<file path="config.mk">
export PLATFORM = sky130hd
export DESIGN_NAME = typec_phy_attach_select
export DESIGN_NICKNAME = d
export VERILOG_FILES = /design/src/rtl/typec_attach_pkg.sv /design/src/rtl/sync_2ff.sv /design/src/rtl/typec_phy_attach_select.sv
export VERILOG_INCLUDE_DIRS = /design/src /design/src/rtl
export SDC_FILE = /design/constraint.sdc
export NUM_CORES = 1
export LEC_CHECK = 0
export BUFFER_PORTS_ARGS = -buffer_cell sky130_fd_sc_hd__buf_4
export CORE_MARGIN = 4
export CORE_UTILIZATION = 47
export DETAILED_ROUTE_END_ITERATION = 7
export PLACE_DENSITY = 0.83
export SLEW_MARGIN = 10
export SYNTH_ARGS = -nofsm -noshare
export SYNTH_HDL_FRONTEND = slang
export SYNTH_SLANG_ARGS = --single-unit
</file>
<file path="constraint.sdc">
create_clock -name clock_i -period 1.5 [get_ports clock_i]
set_clock_uncertainty 0.2 [all_clocks]
set_input_delay 0 -clock clock_i [delete_from_list [all_inputs] [get_ports clock_i]]
set_output_delay 0 -clock clock_i [all_outputs]
set_load 0.01 [all_outputs]
</file>
<file path="src/rtl/typec_attach_defines.svh">
// constants for the type-c attach and phy enable decoder
`ifndef TYPEC_ATTACH_DEFINES_SVH
`define TYPEC_ATTACH_DEFINES_SVH

// number of ports with a presence input
`define TPAS_NUM_PORTS 3
// index of the port that has orientation and scheme two inputs
`define TPAS_TYPEC_PORT 1
// synchroniser depth in flip-flops
`define TPAS_SYNC_STAGES 2
// cycles from an input edge to the phy enable outputs
`define TPAS_LATENCY 3
// value of every phy enable while in reset
`define TPAS_EN_RESET 1'h0

`endif

</file>
<file path="src/rtl/typec_attach_pkg.sv">
// types shared by the type-c attach decoder
package typec_attach_pkg;

  // signalling scheme chosen by the scheme-select input
  typedef enum logic {
    SCHEME_ONE,
    SCHEME_TWO
  } scheme_e;

endpackage

</file>
<file path="src/rtl/sync_2ff.sv">
// two flip-flop synchroniser for a vector of independent levels
`timescale 1ns/10ps
`include "typec_attach_defines.svh"

module sync_2ff #(
  parameter int WIDTH = 1
) (
  input wire logic clock_i,
  input wire logic arst_n_i,
  input wire logic [WIDTH-1:0] async_i,
  output logic [WIDTH-1:0] sync_o
);

  logic [WIDTH-1:0] meta;
  logic [WIDTH-1:0] stable;

  // first stage feeds only the second; bits are not coherent as a word
  always_ff @(posedge clock_i or negedge arst_n_i) begin
    if (!arst_n_i) begin
      meta <= '0;
      stable <= '0;
    end else begin
      meta <= async_i;
      stable <= meta;
    end
  end

  assign sync_o = stable;

endmodule

</file>
<file path="src/rtl/typec_phy_attach_select.sv">
// type-c attach and orientation decoder driving per-port phy enables
`timescale 1ns/10ps
`include "typec_attach_defines.svh"

module typec_phy_attach_select #(
  parameter int NUM_PORTS = `TPAS_NUM_PORTS,
  parameter int TYPEC_PORT = `TPAS_TYPEC_PORT
) (
  input wire logic clock_i,
  input wire logic arst_n_i,
  input wire logic [NUM_PORTS-1:0] attach_present_i,
  input wire logic plug_flip_in_i,
  input wire logic alt_present_orient_a_i,
  input wire logic alt_present_orient_b_i,
  input wire logic present_polarity_sel_i,
  input wire logic ctl_scheme_sel_i,
  output logic [NUM_PORTS-1:0] phy_a_en_o,
  output logic [NUM_PORTS-1:0] phy_b_en_o,
  output typec_attach_pkg::scheme_e scheme_o
);

  import typec_attach_pkg::*;

  localparam int SYNC_W = NUM_PORTS + 5;
  // a port without orientation, used by the checks below
  localparam int OTHER_PORT = (TYPEC_PORT == 0) ? 1 : 0;

  logic [SYNC_W-1:0] raw_in;
  logic [SYNC_W-1:0] synced;
  logic [NUM_PORTS-1:0] s_present;
  logic s_flip;
  logic s_alt_a;
  logic s_alt_b;
  logic s_pol;
  logic s_scheme;

  // gather every pin so one synchroniser bank covers them all
  assign raw_in = {ctl_scheme_sel_i, present_polarity_sel_i,
                   alt_present_orient_b_i, alt_present_orient_a_i,
                   plug_flip_in_i, attach_present_i};

  sync_2ff #(
    .WIDTH(SYNC_W)
  ) u_sync (
    .clock_i(clock_i),
    .arst_n_i(arst_n_i),
    .async_i(raw_in),
    .sync_o(synced)
  );

  // split the synchronised word back into named levels
  assign s_present = synced[NUM_PORTS-1:0];
  assign s_flip = synced[NUM_PORTS];
  assign s_alt_a = synced[NUM_PORTS+1];
  assign s_alt_b = synced[NUM_PORTS+2];
  assign s_pol = synced[NUM_PORTS+3];
  assign s_scheme = synced[NUM_PORTS+4];

  logic [NUM_PORTS-1:0] present_act;
  logic flip_act;
  logic alt_a_act;
  logic alt_b_act;
  logic scheme_two;

  // one polarity bit sets every presence and orientation level; scheme select is not inverted
  // xor with polarity: low keeps high-true, high makes low-true
  assign present_act = s_present ^ {NUM_PORTS{s_pol}};
  // flip_act high means phy b; inversion by polarity
  assign flip_act = s_flip ^ s_pol;
  assign alt_a_act = s_alt_a ^ s_pol;
  assign alt_b_act = s_alt_b ^ s_pol;
  assign scheme_two = s_scheme;

  logic mode1_a;
  logic mode1_b;
  logic [NUM_PORTS-1:0] next_phy_a;
  logic [NUM_PORTS-1:0] next_phy_b;
  scheme_e next_scheme;

  // orientation only matters while the port is attached
  assign mode1_a = present_act[TYPEC_PORT] & ~flip_act;
  assign mode1_b = present_act[TYPEC_PORT] & flip_act;
  assign next_scheme = scheme_two ? SCHEME_TWO : SCHEME_ONE;

  // per-port enable selection
  for (genvar p = 0; p < NUM_PORTS; p++) begin : g_port
    if (p == TYPEC_PORT) begin : g_typec
      // scheme two replaces presence and orientation
      assign next_phy_a[p] = scheme_two ? alt_a_act : mode1_a;
      assign next_phy_b[p] = scheme_two ? alt_b_act : mode1_b;
    end else begin : g_plain
      // attached turns the single phy on, detached saves power
      assign next_phy_a[p] = present_act[p];
      // no orientation on this port, so its b phy is never used
      assign next_phy_b[p] = 1'h0;
    end
  end

  // registered enables keep decode glitches off the phy controls
  always_ff @(posedge clock_i or negedge arst_n_i) begin
    if (!arst_n_i) begin
      phy_a_en_o <= {NUM_PORTS{`TPAS_EN_RESET}};
      phy_b_en_o <= {NUM_PORTS{`TPAS_EN_RESET}};
      scheme_o <= SCHEME_ONE;
    end else begin
      phy_a_en_o <= next_phy_a;
      phy_b_en_o <= next_phy_b;
      scheme_o <= next_scheme;
    end
  end

  // checks: every input seen at an edge reaches the outputs three edges on

  // attach at high-true polarity enables the phy
  plain_attach_on_a: assert property (
    @(posedge clock_i) disable iff (!arst_n_i)
    (!present_polarity_sel_i && attach_present_i[OTHER_PORT])
      |-> ##3 phy_a_en_o[OTHER_PORT])
    else $error("plain port phy not enabled on attach");

  // inverted polarity turns a high presence into detach
  plain_inverted_off_a: assert property (
    @(posedge clock_i) disable iff (!arst_n_i)
    (present_polarity_sel_i && attach_present_i[OTHER_PORT])
      |-> ##3 !phy_a_en_o[OTHER_PORT])
    else $error("inverted polarity presence left phy on");

  // enable rises only three edges after an attach was seen
  rise_has_cause_a: assert property (
    @(posedge clock_i) disable iff (!arst_n_i)
    $rose(phy_a_en_o[OTHER_PORT])
      |-> ($past(attach_present_i[OTHER_PORT], 3)
           ^ $past(present_polarity_sel_i, 3)))
    else $error("phy enable rose without a synchronised attach");

  // orientation high with high-true polarity picks phy b
  flip_picks_b_a: assert property (
    @(posedge clock_i) disable iff (!arst_n_i)
    (!ctl_scheme_sel_i && !present_polarity_sel_i
      && attach_present_i[TYPEC_PORT] && plug_flip_in_i)
      |-> ##3 (phy_b_en_o[TYPEC_PORT] && !phy_a_en_o[TYPEC_PORT]))
    else $error("orientation one did not select phy b");

  // orientation high with low-true polarity picks phy a
  flip_inv_a_a: assert property (
    @(posedge clock_i) disable iff (!arst_n_i)
    (!ctl_scheme_sel_i && present_polarity_sel_i
      && !attach_present_i[TYPEC_PORT] && plug_flip_in_i)
      |-> ##3 (phy_a_en_o[TYPEC_PORT] && !phy_b_en_o[TYPEC_PORT]))
    else $error("inverted orientation one did not select phy a");

  // in scheme one, no phy of the type-c port runs while it is detached
  detached_both_off_a: assert property (
    @(posedge clock_i) disable iff (!arst_n_i)
    (!ctl_scheme_sel_i
      && (attach_present_i[TYPEC_PORT] == present_polarity_sel_i))
      |-> ##3 !(phy_a_en_o[TYPEC_PORT] || phy_b_en_o[TYPEC_PORT]))
    else $error("detached type-c port has a phy enabled");

  // scheme one never enables both orientations together
  one_phy_only_a: assert property (
    @(posedge clock_i) disable iff (!arst_n_i)
    !ctl_scheme_sel_i
      |-> ##3 !(phy_a_en_o[TYPEC_PORT] && phy_b_en_o[TYPEC_PORT]))
    else $error("both orientation phys enabled in scheme one");

  // asserted orientation-a presence enables phy a
  alt_a_enables_a: assert property (
    @(posedge clock_i) disable iff (!arst_n_i)
    (ctl_scheme_sel_i && !present_polarity_sel_i && alt_present_orient_a_i)
      |-> ##3 phy_a_en_o[TYPEC_PORT])
    else $error("orientation-a presence did not enable phy a");

  // low-true polarity turns a high orientation-a input into off
  alt_a_inverted_a: assert property (
    @(posedge clock_i) disable iff (!arst_n_i)
    (ctl_scheme_sel_i && present_polarity_sel_i && alt_present_orient_a_i)
      |-> ##3 !phy_a_en_o[TYPEC_PORT])
    else $error("inverted orientation-a presence left phy a on");

  // phy b follows orientation-b presence under the polarity
  alt_b_follows_a: assert property (
    @(posedge clock_i) disable iff (!arst_n_i)
    ctl_scheme_sel_i
      |-> ##3 (phy_b_en_o[TYPEC_PORT]
               == ($past(alt_present_orient_b_i, 3)
                   ^ $past(present_polarity_sel_i, 3))))
    else $error("phy b does not follow orientation-b presence");

  // scheme two ignores the orientation input entirely
  scheme_two_ignores_a: assert property (
    @(posedge clock_i) disable iff (!arst_n_i)
    (ctl_scheme_sel_i && !present_polarity_sel_i
      && alt_present_orient_a_i && !alt_present_orient_b_i)
      |-> ##3 (phy_a_en_o[TYPEC_PORT] && !phy_b_en_o[TYPEC_PORT]))
    else $error("scheme two decode disturbed by scheme one inputs");

  // reported scheme tracks the select input
  scheme_report_a: assert property (
    @(posedge clock_i) disable iff (!arst_n_i)
    1'h1 |-> ##3
      (scheme_o == ($past(ctl_scheme_sel_i, 3) ? SCHEME_TWO : SCHEME_ONE)))
    else $error("scheme output does not track scheme select");

  // main scenarios
  flipped_attach_c: cover property (
    @(posedge clock_i) disable iff (!arst_n_i)
    scheme_o == SCHEME_ONE && phy_b_en_o[TYPEC_PORT]);

  scheme_two_both_c: cover property (
    @(posedge clock_i) disable iff (!arst_n_i)
    scheme_o == SCHEME_TWO && phy_a_en_o[TYPEC_PORT]
      && phy_b_en_o[TYPEC_PORT]);

  inverted_attach_c: cover property (
    @(posedge clock_i) disable iff (!arst_n_i)
    present_polarity_sel_i && !attach_present_i[OTHER_PORT]
      ##3 phy_a_en_o[OTHER_PORT]);

endmodule

</file>
==> impl_metrics.yaml, run 1 <==
critical_path:
  crit_arrival_ns: 1.32
  r2r.worst_path.cells: 2
  path_max_fanout: 9
  worstSetupPathType: "reg2reg"
  critical_path_required_ns: 1.52
  setup.worst_path.start_class: "flip-flop"
  setup.worst_path.end_class: "flip-flop"
sta:
  grt_setup_unrepaired: "no"
  period_needed_ns: 1.31
  setup_total_negative_slack_ns: 0
  fin_crit_sh: 0.872
  fmax_mhz: 764
  hold_violations: 0
  maxSlewViolCount: 0
  setup-violations-final: 0
detailed_routing:
  ant_nets: 0
  initialDrtViolationCount: 2
  drt_pre_antenna_iters: 2
  per_cell_routed_wire_length_um: 11.3
  vias: 352
  wirelength_um: 881
  vias_per_cell: 4.51
  detail_route.drc_violations: 0
worst_hold_path:
  classification_of_the_worst_slack_hold_path: "in2reg"
  hold-path-cell-count: 2
job:
  drv_cap: 0
clocking:
  cts_root_buffer: "sky130_fd_sc_hd__clkbuf_4"
  cts_sinks: 21
  cts.repair.resized: 0
  htreeDepth: 1
  cts_tree: "yes"
  ctsLongestPathBuffers: 2
  clock_latency_ns: 0.29
  cts.reportedPaths.clkPinSlew_ns: 0.10
  cts_made_buffers: 3
floorplanning:
  fp.dieArea_um2: 2010
  die_width_um: 44.9
  initial_core_util: 0.498
  ioPinCount: 17
  floorplan.die.height_um: 44.9
  placementRows: 13
  design.core.area_um2: 1280
synthesis:
  netlist_area_um2: 639
  yosysWarningCount: 0
  synth_top_cell_area_share: 0.822
  ys_types: 11
  leading_cell_types_by_total_area_after_synthesis: "sky130_fd_sc_hd__dfrtp_1 82%, sky130_fd_sc_hd__a32oi_1 2.7%, sky130_fd_sc_hd__or3b_1 2.7%"
  synth_sequential_area_ratio: 0.822
  syn-mean-instance-area_um2: 17.3
  postSynthCellCount: 37
  yosysTopAreaCell: "sky130_fd_sc_hd__dfrtp_1"
  postSynthRegisterBits: 21
global_route:
  grt_start_max_net_pins: 22
  wire_length_of_the_first_global_routing_pass_um: 1390
  grt_pass1_vias: 345
  globalRouteTotalUtil: 0.103
  global_route_congestion_overflow_total: 0
  grt_antenna_before_repair: 0
run_status:
  run_status: "finished, final reports clean"
power_and_ir_drop:
  leakagePower_uw: 0.000406
  ir_drop_mv: 0.706
  power_per_cell_area_nw_per_um2: 1090
finish:
  insertedDiodeCount: 0
  utilization: 0.681
  layout_commonest_cell: "sky130_fd_sc_hd__dfrtp_1"
  final_cell_mix: "21 x sky130_fd_sc_hd__dfrtp_1, 14 x sky130_fd_sc_hd__buf_4, 10 x sky130_fd_sc_hd__dlygate4sd3_1, 3 x sky130_fd_sc_hd__clkbuf_4"
  nets: 74
  area.growth.synth_to_final_pct: 36.8
  final_layout_size_suffix_gt1_frac: 0.270
placement:
  hpwl_um: 572
  place.port_buffers: 14
  routability_cong: 0.566
flip-flops by register name (all words and copies together), names as in the netlist:
name           cells
phy_a_en_o         3
phy_b_en_o         1
scheme_o           1
u_sync.meta        8
u_sync.sync_o      8
stage by stage:
stage	worst slack [ns]	total power (µW)	area (µm²)	cells	hold slack (ns)
2_1_floorplan	0.266	649	643	38	-0.496
3_3_place_gp	0.245	691	748	64	-0.316
3_5_place_dp	0.206	697	748	64	-0.309
4_1_cts	0.183	971	875	78	0.134
5_1_grt	0.105	1010	875	78	0.132
6_report	0.191	957	875	78	0.147
where the power goes:
group / switching [µW] / internal (µW)
clock network: 150 / 103
logic: 34.0 / 55.4
registers: 15.1 / 599
logic make-up (layout without fill, tap and decap cells):
family | Yosys count | in the layout | share of synthesized area
AOI/OAI and AO/OA | 4 | 4 | 0.0431
and+or+nand+nor | 6 | 6 | 0.0724
DFF | 21 | 21 | 0.822
xor gates and xnor gates | 2 | 2 | 0.0274
other | 1 | 2 | 0.00587
buffers and inverters | 3 | 28 | 0.0293
path summary, 6_finish.rpt:
path | start | endpoint | slack, ns
max in group asynchronous | arst_n_i | u_sync.sync_o[1] | 0.43
setup / recovery | u_sync.sync_o[7] | phy_a_en_o[1] | 0.19
min in group asynchronous | arst_n_i | phy_b_en_o[1] | 0.46
hold reg to reg | u_sync.meta[5] | u_sync.sync_o[5] | 0.16
hold / removal | present_polarity_sel_i | u_sync.meta[6] | 0.15
setup reg to reg | u_sync.sync_o[7] | phy_a_en_o[1] | 0.19
layer usage:
layer / GRT usage / up-vias / part of all wire
met1: 0.114 / 167 / 0.37
met2: 0.166 / 13 / 0.56
li1: - / 170 / -
met5: 0 / - / 0
met4: 0.0702 / 0 / 0.0057
met3: 0.0359 / 2 / 0.069
area by class of cell:
| type | instances | area (µm²) |
|---|---|---|
| clock buffers | 4 | 26.3 |
| fillers | 90 | 410 |
| multi-input cells | 14 | 98.8 |
| flip-flops and latches | 21 | 526 |
| well taps | 15 | 18.8 |
| repair buffers | 24 | 205 |
cell usage after synthesis:
cell type	number
sky130_fd_sc_hd__clkbuf_1	1
sky130_fd_sc_hd__conb_1	1
sky130_fd_sc_hd__or3_1	1
sky130_fd_sc_hd__or2b_1	2
sky130_fd_sc_hd__a21oi_1	2
sky130_fd_sc_hd__dfrtp_1	21
sky130_fd_sc_hd__xor2_1	2
sky130_fd_sc_hd__nand3b_1	1
sky130_fd_sc_hd__a32oi_1	2
sky130_fd_sc_hd__or3b_1	2
sky130_fd_sc_hd__buf_4	2
critical path, cell delays in order, from the launching register on:
cell	delay [ns]
sky130_fd_sc_hd__dfrtp_1	0.46
sky130_fd_sc_hd__or3b_1	0.39
sky130_fd_sc_hd__a32oi_1	0.19
timing repair:
item / 4_1_cts / 5_1_grt
hold endpoints to repair: 29 / 0
buffers inserted: 0 / 0
hold buffers: 10 / 0
(Power assumes the default switching activity.)
==> run 2: changes to the inputs <==
Settings changed: CORE_UTILIZATION 47 to 40, PLACE_DENSITY 0.83 to 0.74.
==> impl_metrics.yaml, run 2 (synthesis results as in run 1) <==
power_and_ir_drop:
  switching_share: 0.201
  ir_drop_mv: 0.680
  power.share.sequential: 0.648
  total_design_power_uw: 948
  switching_power_uw: 190
  power_per_cell_area_nw_per_um2: 1080
  share_clk_of_total_power: 0.259
  leakagePower_uw: 0.000406
  intPower_uw: 758
  comb_power_share: 0.093
sta:
  maxSlewViolCount: 0
  worst_hold_slack_ns: 0.158
  hold_violations: 0
  grt_setup_unrepaired: "no"
  setup-violations-final: 0
  fin_crit_sh: 0.881
  period_needed_ns: 1.32
  fmax_mhz: 757
  setup_total_negative_slack_ns: 0
critical_path:
  crit_arrival_ns: 1.33
  setup.worst_path.start_class: "flip-flop"
  worst_path_max_delay_cell: "sky130_fd_sc_hd__dfrtp_1"
  worst-r2r-setup-slack_ns: 0.18
  crit_path_max_incr_delay_ns: 0.45
  worstPathCellList: "or3b_1 -> a32oi_1"
  rr_endpoint: "phy_a_en_o[1]"
  r2r-start: "u_sync.sync_o[7]"
  cp.buffers_inverters: 0
  path_max_fanout: 9
  worstSetupPathType: "reg2reg"
  critical_path_cell_count: 2
  critical_path_required_ns: 1.51
  setup.worst_path.end_class: "flip-flop"
  cpLargestDelayFamily: "flip-flops"
  r2r.worst_path.cells: 2
detailed_routing:
  wirelength_um: 800
  initialDrtViolationCount: 0
  detail_route.drc_violations: 0
  per_cell_routed_wire_length_um: 10.1
  vias_per_cell: 4.28
  ant_nets: 0
  vias: 338
  drt_pre_antenna_iters: 1
clocking:
  cts_post_setup_buffers_inserted: 0
  cts.reportedPaths.clkPinSlew_ns: 0.10
  cts_made_buffers: 3
  cts_tree: "yes"
  cts_root_buffer: "sky130_fd_sc_hd__clkbuf_4"
  cts_sinks: 21
  clock_latency_ns: 0.28
  ctsLongestPathBuffers: 2
  htreeDepth: 1
placement:
  place.port_buffers: 14
  placed_cell_area_um2: 749
  routability_cong: 0.700
floorplanning:
  design.core.area_um2: 1510
  initial_core_util: 0.424
  die_width_um: 48.0
  floorplan.die.height_um: 48.0
  placementRows: 14
  ioPinCount: 17
  fp.dieArea_um2: 2300
global_route:
  wire_length_of_the_first_global_routing_pass_um: 1520
  grt_pass1_vias: 366
  grt_start_max_net_pins: 22
  global_route_congestion_overflow_total: 0
  grt_antenna_before_repair: 0
  globalRouteTotalUtil: 0.0991
worst_hold_path:
  holdCritStartpoint: "plug_flip_in_i"
  worstHoldEndpoint: "u_sync.meta[3]"
  classification_of_the_worst_slack_hold_path: "in2reg"
  hold-path-cell-count: 2
job:
  drv_cap: 0
finish:
  nets: 74
  final_layout_size_suffix_gt1_frac: 0.270
  final_design_area_no_fill_um2: 876
  area.growth.synth_to_final_pct: 37.0
  insertedDiodeCount: 0
  utilization: 0.581
  final_cell_mix: "21 x sky130_fd_sc_hd__dfrtp_1, 14 x sky130_fd_sc_hd__buf_4, 10 x sky130_fd_sc_hd__dlygate4sd3_1, 3 x sky130_fd_sc_hd__clkbuf_4"
  layout_commonest_cell: "sky130_fd_sc_hd__dfrtp_1"
run_status:
  run_status: "finished, final reports clean"
-- run 2: power groups by stage --
| stage | registers [µW] | logic (µW) | clock network [µW] |
|---|---|---|---|
| after floorplan | 628 | 21.8 | 0 |
| after global placement | 624 | 67.6 | 0 |
| after detailed placement | 626 | 69.5 | 0 |
| after CTS | 614 | 89.9 | 258 |
| after global routing | 619 | 99.0 | 280 |
| final | 614 | 88.5 | 245 |
-- run 2: repair_timing --
item	in CTS	in global routing
resized for setup	0	0
setup endpoints to repair	0	0
endpoints found under the hold margin	29	0
hold buffers	10	0
-- run 2: cell type report --
cell class              instances  area, µm²
clock buffers                   4       26.3
fillers                       117        631
multi-input cells              14       98.8
flip-flops and latches         21        526
well taps                      16       20.0
repair buffers                 24        205
-- run 2: how the worst max path moves through the flow --
stage          slack (ns)              from            end
4_1_cts              0.18  u_sync.sync_o[7]  phy_a_en_o[1]
6_report             0.18  u_sync.sync_o[7]  phy_a_en_o[1]
5_1_grt              0.11  u_sync.sync_o[7]  phy_a_en_o[1]
3_3_place_gp         0.24  u_sync.sync_o[7]  phy_a_en_o[1]
2_1_floorplan        0.27  u_sync.sync_o[7]  phy_a_en_o[1]
3_5_place_dp         0.20  u_sync.sync_o[7]  phy_a_en_o[1]
-- run 2: metal layers --
layer | global-route usage | share of wire | wire length, µm | up-vias
met3 | 0.0113 | 0.068 | 54 | 2
met1 | 0.129 | 0.41 | 329 | 153
met2 | 0.148 | 0.49 | 392 | 14
li1 | - | - | - | 169
met4 | 0.0806 | 0.029 | 23 | 0
met5 | 0 | 0 | 0 | -
-- run 2: stage by stage --
stage               cells  worst slack (ns)
global placement       65             0.242
CTS                    79             0.176
finish                 79             0.179
floorplan              38             0.266
global route           79             0.105
detailed placement     65             0.199
==> run 3: changes to the inputs <==
Clock period 1.5 ns to 1.4 ns, I/O delays scaled along.
==> impl_metrics.yaml, run 3 (synthesis results as in run 1) <==
detailed_routing:
  vias: 342
  detail_route.drc_violations: 0
  initialDrtViolationCount: 0
  vias_per_cell: 4.33
  drt_pre_antenna_iters: 1
  wirelength_um: 821
  per_cell_routed_wire_length_um: 10.4
  ant_nets: 0
finish:
  multi_input_area_um2: 98.8
  final_layout_size_suffix_gt1_frac: 0.270
  nFillCells: 114
  final_cell_mix: "21 x sky130_fd_sc_hd__dfrtp_1, 14 x sky130_fd_sc_hd__buf_4, 10 x sky130_fd_sc_hd__dlygate4sd3_1, 3 x sky130_fd_sc_hd__clkbuf_4"
  nets: 74
  sequential_cell_area_um2: 526
  utilization: 0.581
  insertedDiodeCount: 0
  area.growth.synth_to_final_pct: 37.0
  layout_commonest_cell: "sky130_fd_sc_hd__dfrtp_1"
  final_design_area_no_fill_um2: 876
global_route:
  grt_start_max_net_pins: 22
  wire_length_of_the_first_global_routing_pass_um: 1550
  grt_pass1_vias: 368
  grt_antenna_before_repair: 0
  global_route_congestion_overflow_total: 0
  globalRouteTotalUtil: 0.104
sta:
  worst_hold_slack_ns: 0.155
  maxSlewViolCount: 0
  grt_setup_unrepaired: "no"
  fmax_mhz: 754
  setup-violations-final: 0
  setup_total_negative_slack_ns: 0
  period_needed_ns: 1.33
  fin_crit_sh: 0.947
  hold_violations: 0
critical_path:
  crit_arrival_ns: 1.34
  worstPathCellList: "or3b_1 -> a32oi_1"
  crit_path_max_incr_delay_ns: 0.45
  critical_path_required_ns: 1.41
  path_max_fanout: 9
  setup.worst_path.end_class: "flip-flop"
  setup.worst_path.start_class: "flip-flop"
  worst-r2r-setup-slack_ns: 0.07
  worstSetupPathType: "reg2reg"
  worst_path_max_delay_cell: "sky130_fd_sc_hd__dfrtp_1"
power_and_ir_drop:
  power_per_cell_area_nw_per_um2: 1160
  ir_drop_mv: 0.670
  leakagePower_uw: 0.000406
placement:
  routability_cong: 0.701
  placed_cell_area_um2: 749
  place.port_buffers: 14
floorplanning:
  floorplan.die.height_um: 48.0
  design.core.area_um2: 1510
  fp.dieArea_um2: 2300
  ioPinCount: 17
  initial_core_util: 0.424
  die_width_um: 48.0
  placementRows: 14
job:
  drv_cap: 0
clocking:
  cts_post_setup_buffers_inserted: 0
  cts.reportedPaths.clkPinSlew_ns: 0.10
  ctsLongestPathBuffers: 2
  cts_sinks: 21
  clock_latency_ns: 0.29
  htreeDepth: 1
  cts_tree: "yes"
  cts_made_buffers: 3
  cts_root_buffer: "sky130_fd_sc_hd__clkbuf_4"
run_status:
  run_status: "finished, final reports clean"
worst_hold_path:
  classification_of_the_worst_slack_hold_path: "in2reg"
[run 3: per-layer routing]
layer	vias up	routed length [µm]	global-route usage
li1	171	-	-
met1	155	337	0.131
met2	14	409	0.145
met3	2	51	0.0113
met4	0	21	0.113
met5	-	0	0
[run 3: what timing repair did]
item	4_1_cts	5_1_grt
resized for setup	0	0
hold buffers	10	0
endpoints found under the setup margin	0	0
endpoints found under the hold margin	29	0
[run 3: critical path, delay by kind of cell, from the launching register on]
family / cells / cell delay, ns
AOI/OAI and AO/OA: 1 / 0.20
DFF: 1 / 0.45
and+or+nand+nor: 1 / 0.40
[run 3: cell type report]
| class | count | share of cell area |
|---|---|---|
| Sequential cell | 21 | 0.600 |
| Clock buffer | 4 | 0.0300 |
| Timing Repair Buffer | 24 | 0.234 |
| Multi-Input combinational cell | 14 | 0.113 |
| Tap cell | 16 | 0.0229 |
[run 3: path summary, 6_finish.rpt]
path                                  start                to  cells after the start
setup / recovery           u_sync.sync_o[7]     phy_a_en_o[1]                      2
hold / removal               plug_flip_in_i    u_sync.meta[3]                      2
setup reg to reg           u_sync.sync_o[7]     phy_a_en_o[1]                      2
hold reg to reg              u_sync.meta[2]  u_sync.sync_o[2]                      0
max in group asynchronous          arst_n_i    u_sync.meta[0]                      3
min in group asynchronous          arst_n_i  u_sync.sync_o[7]                      3
[run 3: per-stage QoR]
stage	power, µW	instances	setup slack (ns)
3_3_place_gp	741	65	0.142
2_1_floorplan	696	38	0.166
6_report	1020	79	0.0740
3_5_place_dp	745	65	0.108
5_1_grt	1070	79	0.00657
4_1_cts	1040	79	0.0786
[run 3: where the power goes]
part           leakage (µW)  internal (µW)  switching [µW]  total (µW)
sequential         0.000245            642            15.8         658
clock             0.0000150            111             154         265
combinational      0.000146           59.4            35.6        95.0
total              0.000406            812             205        1020
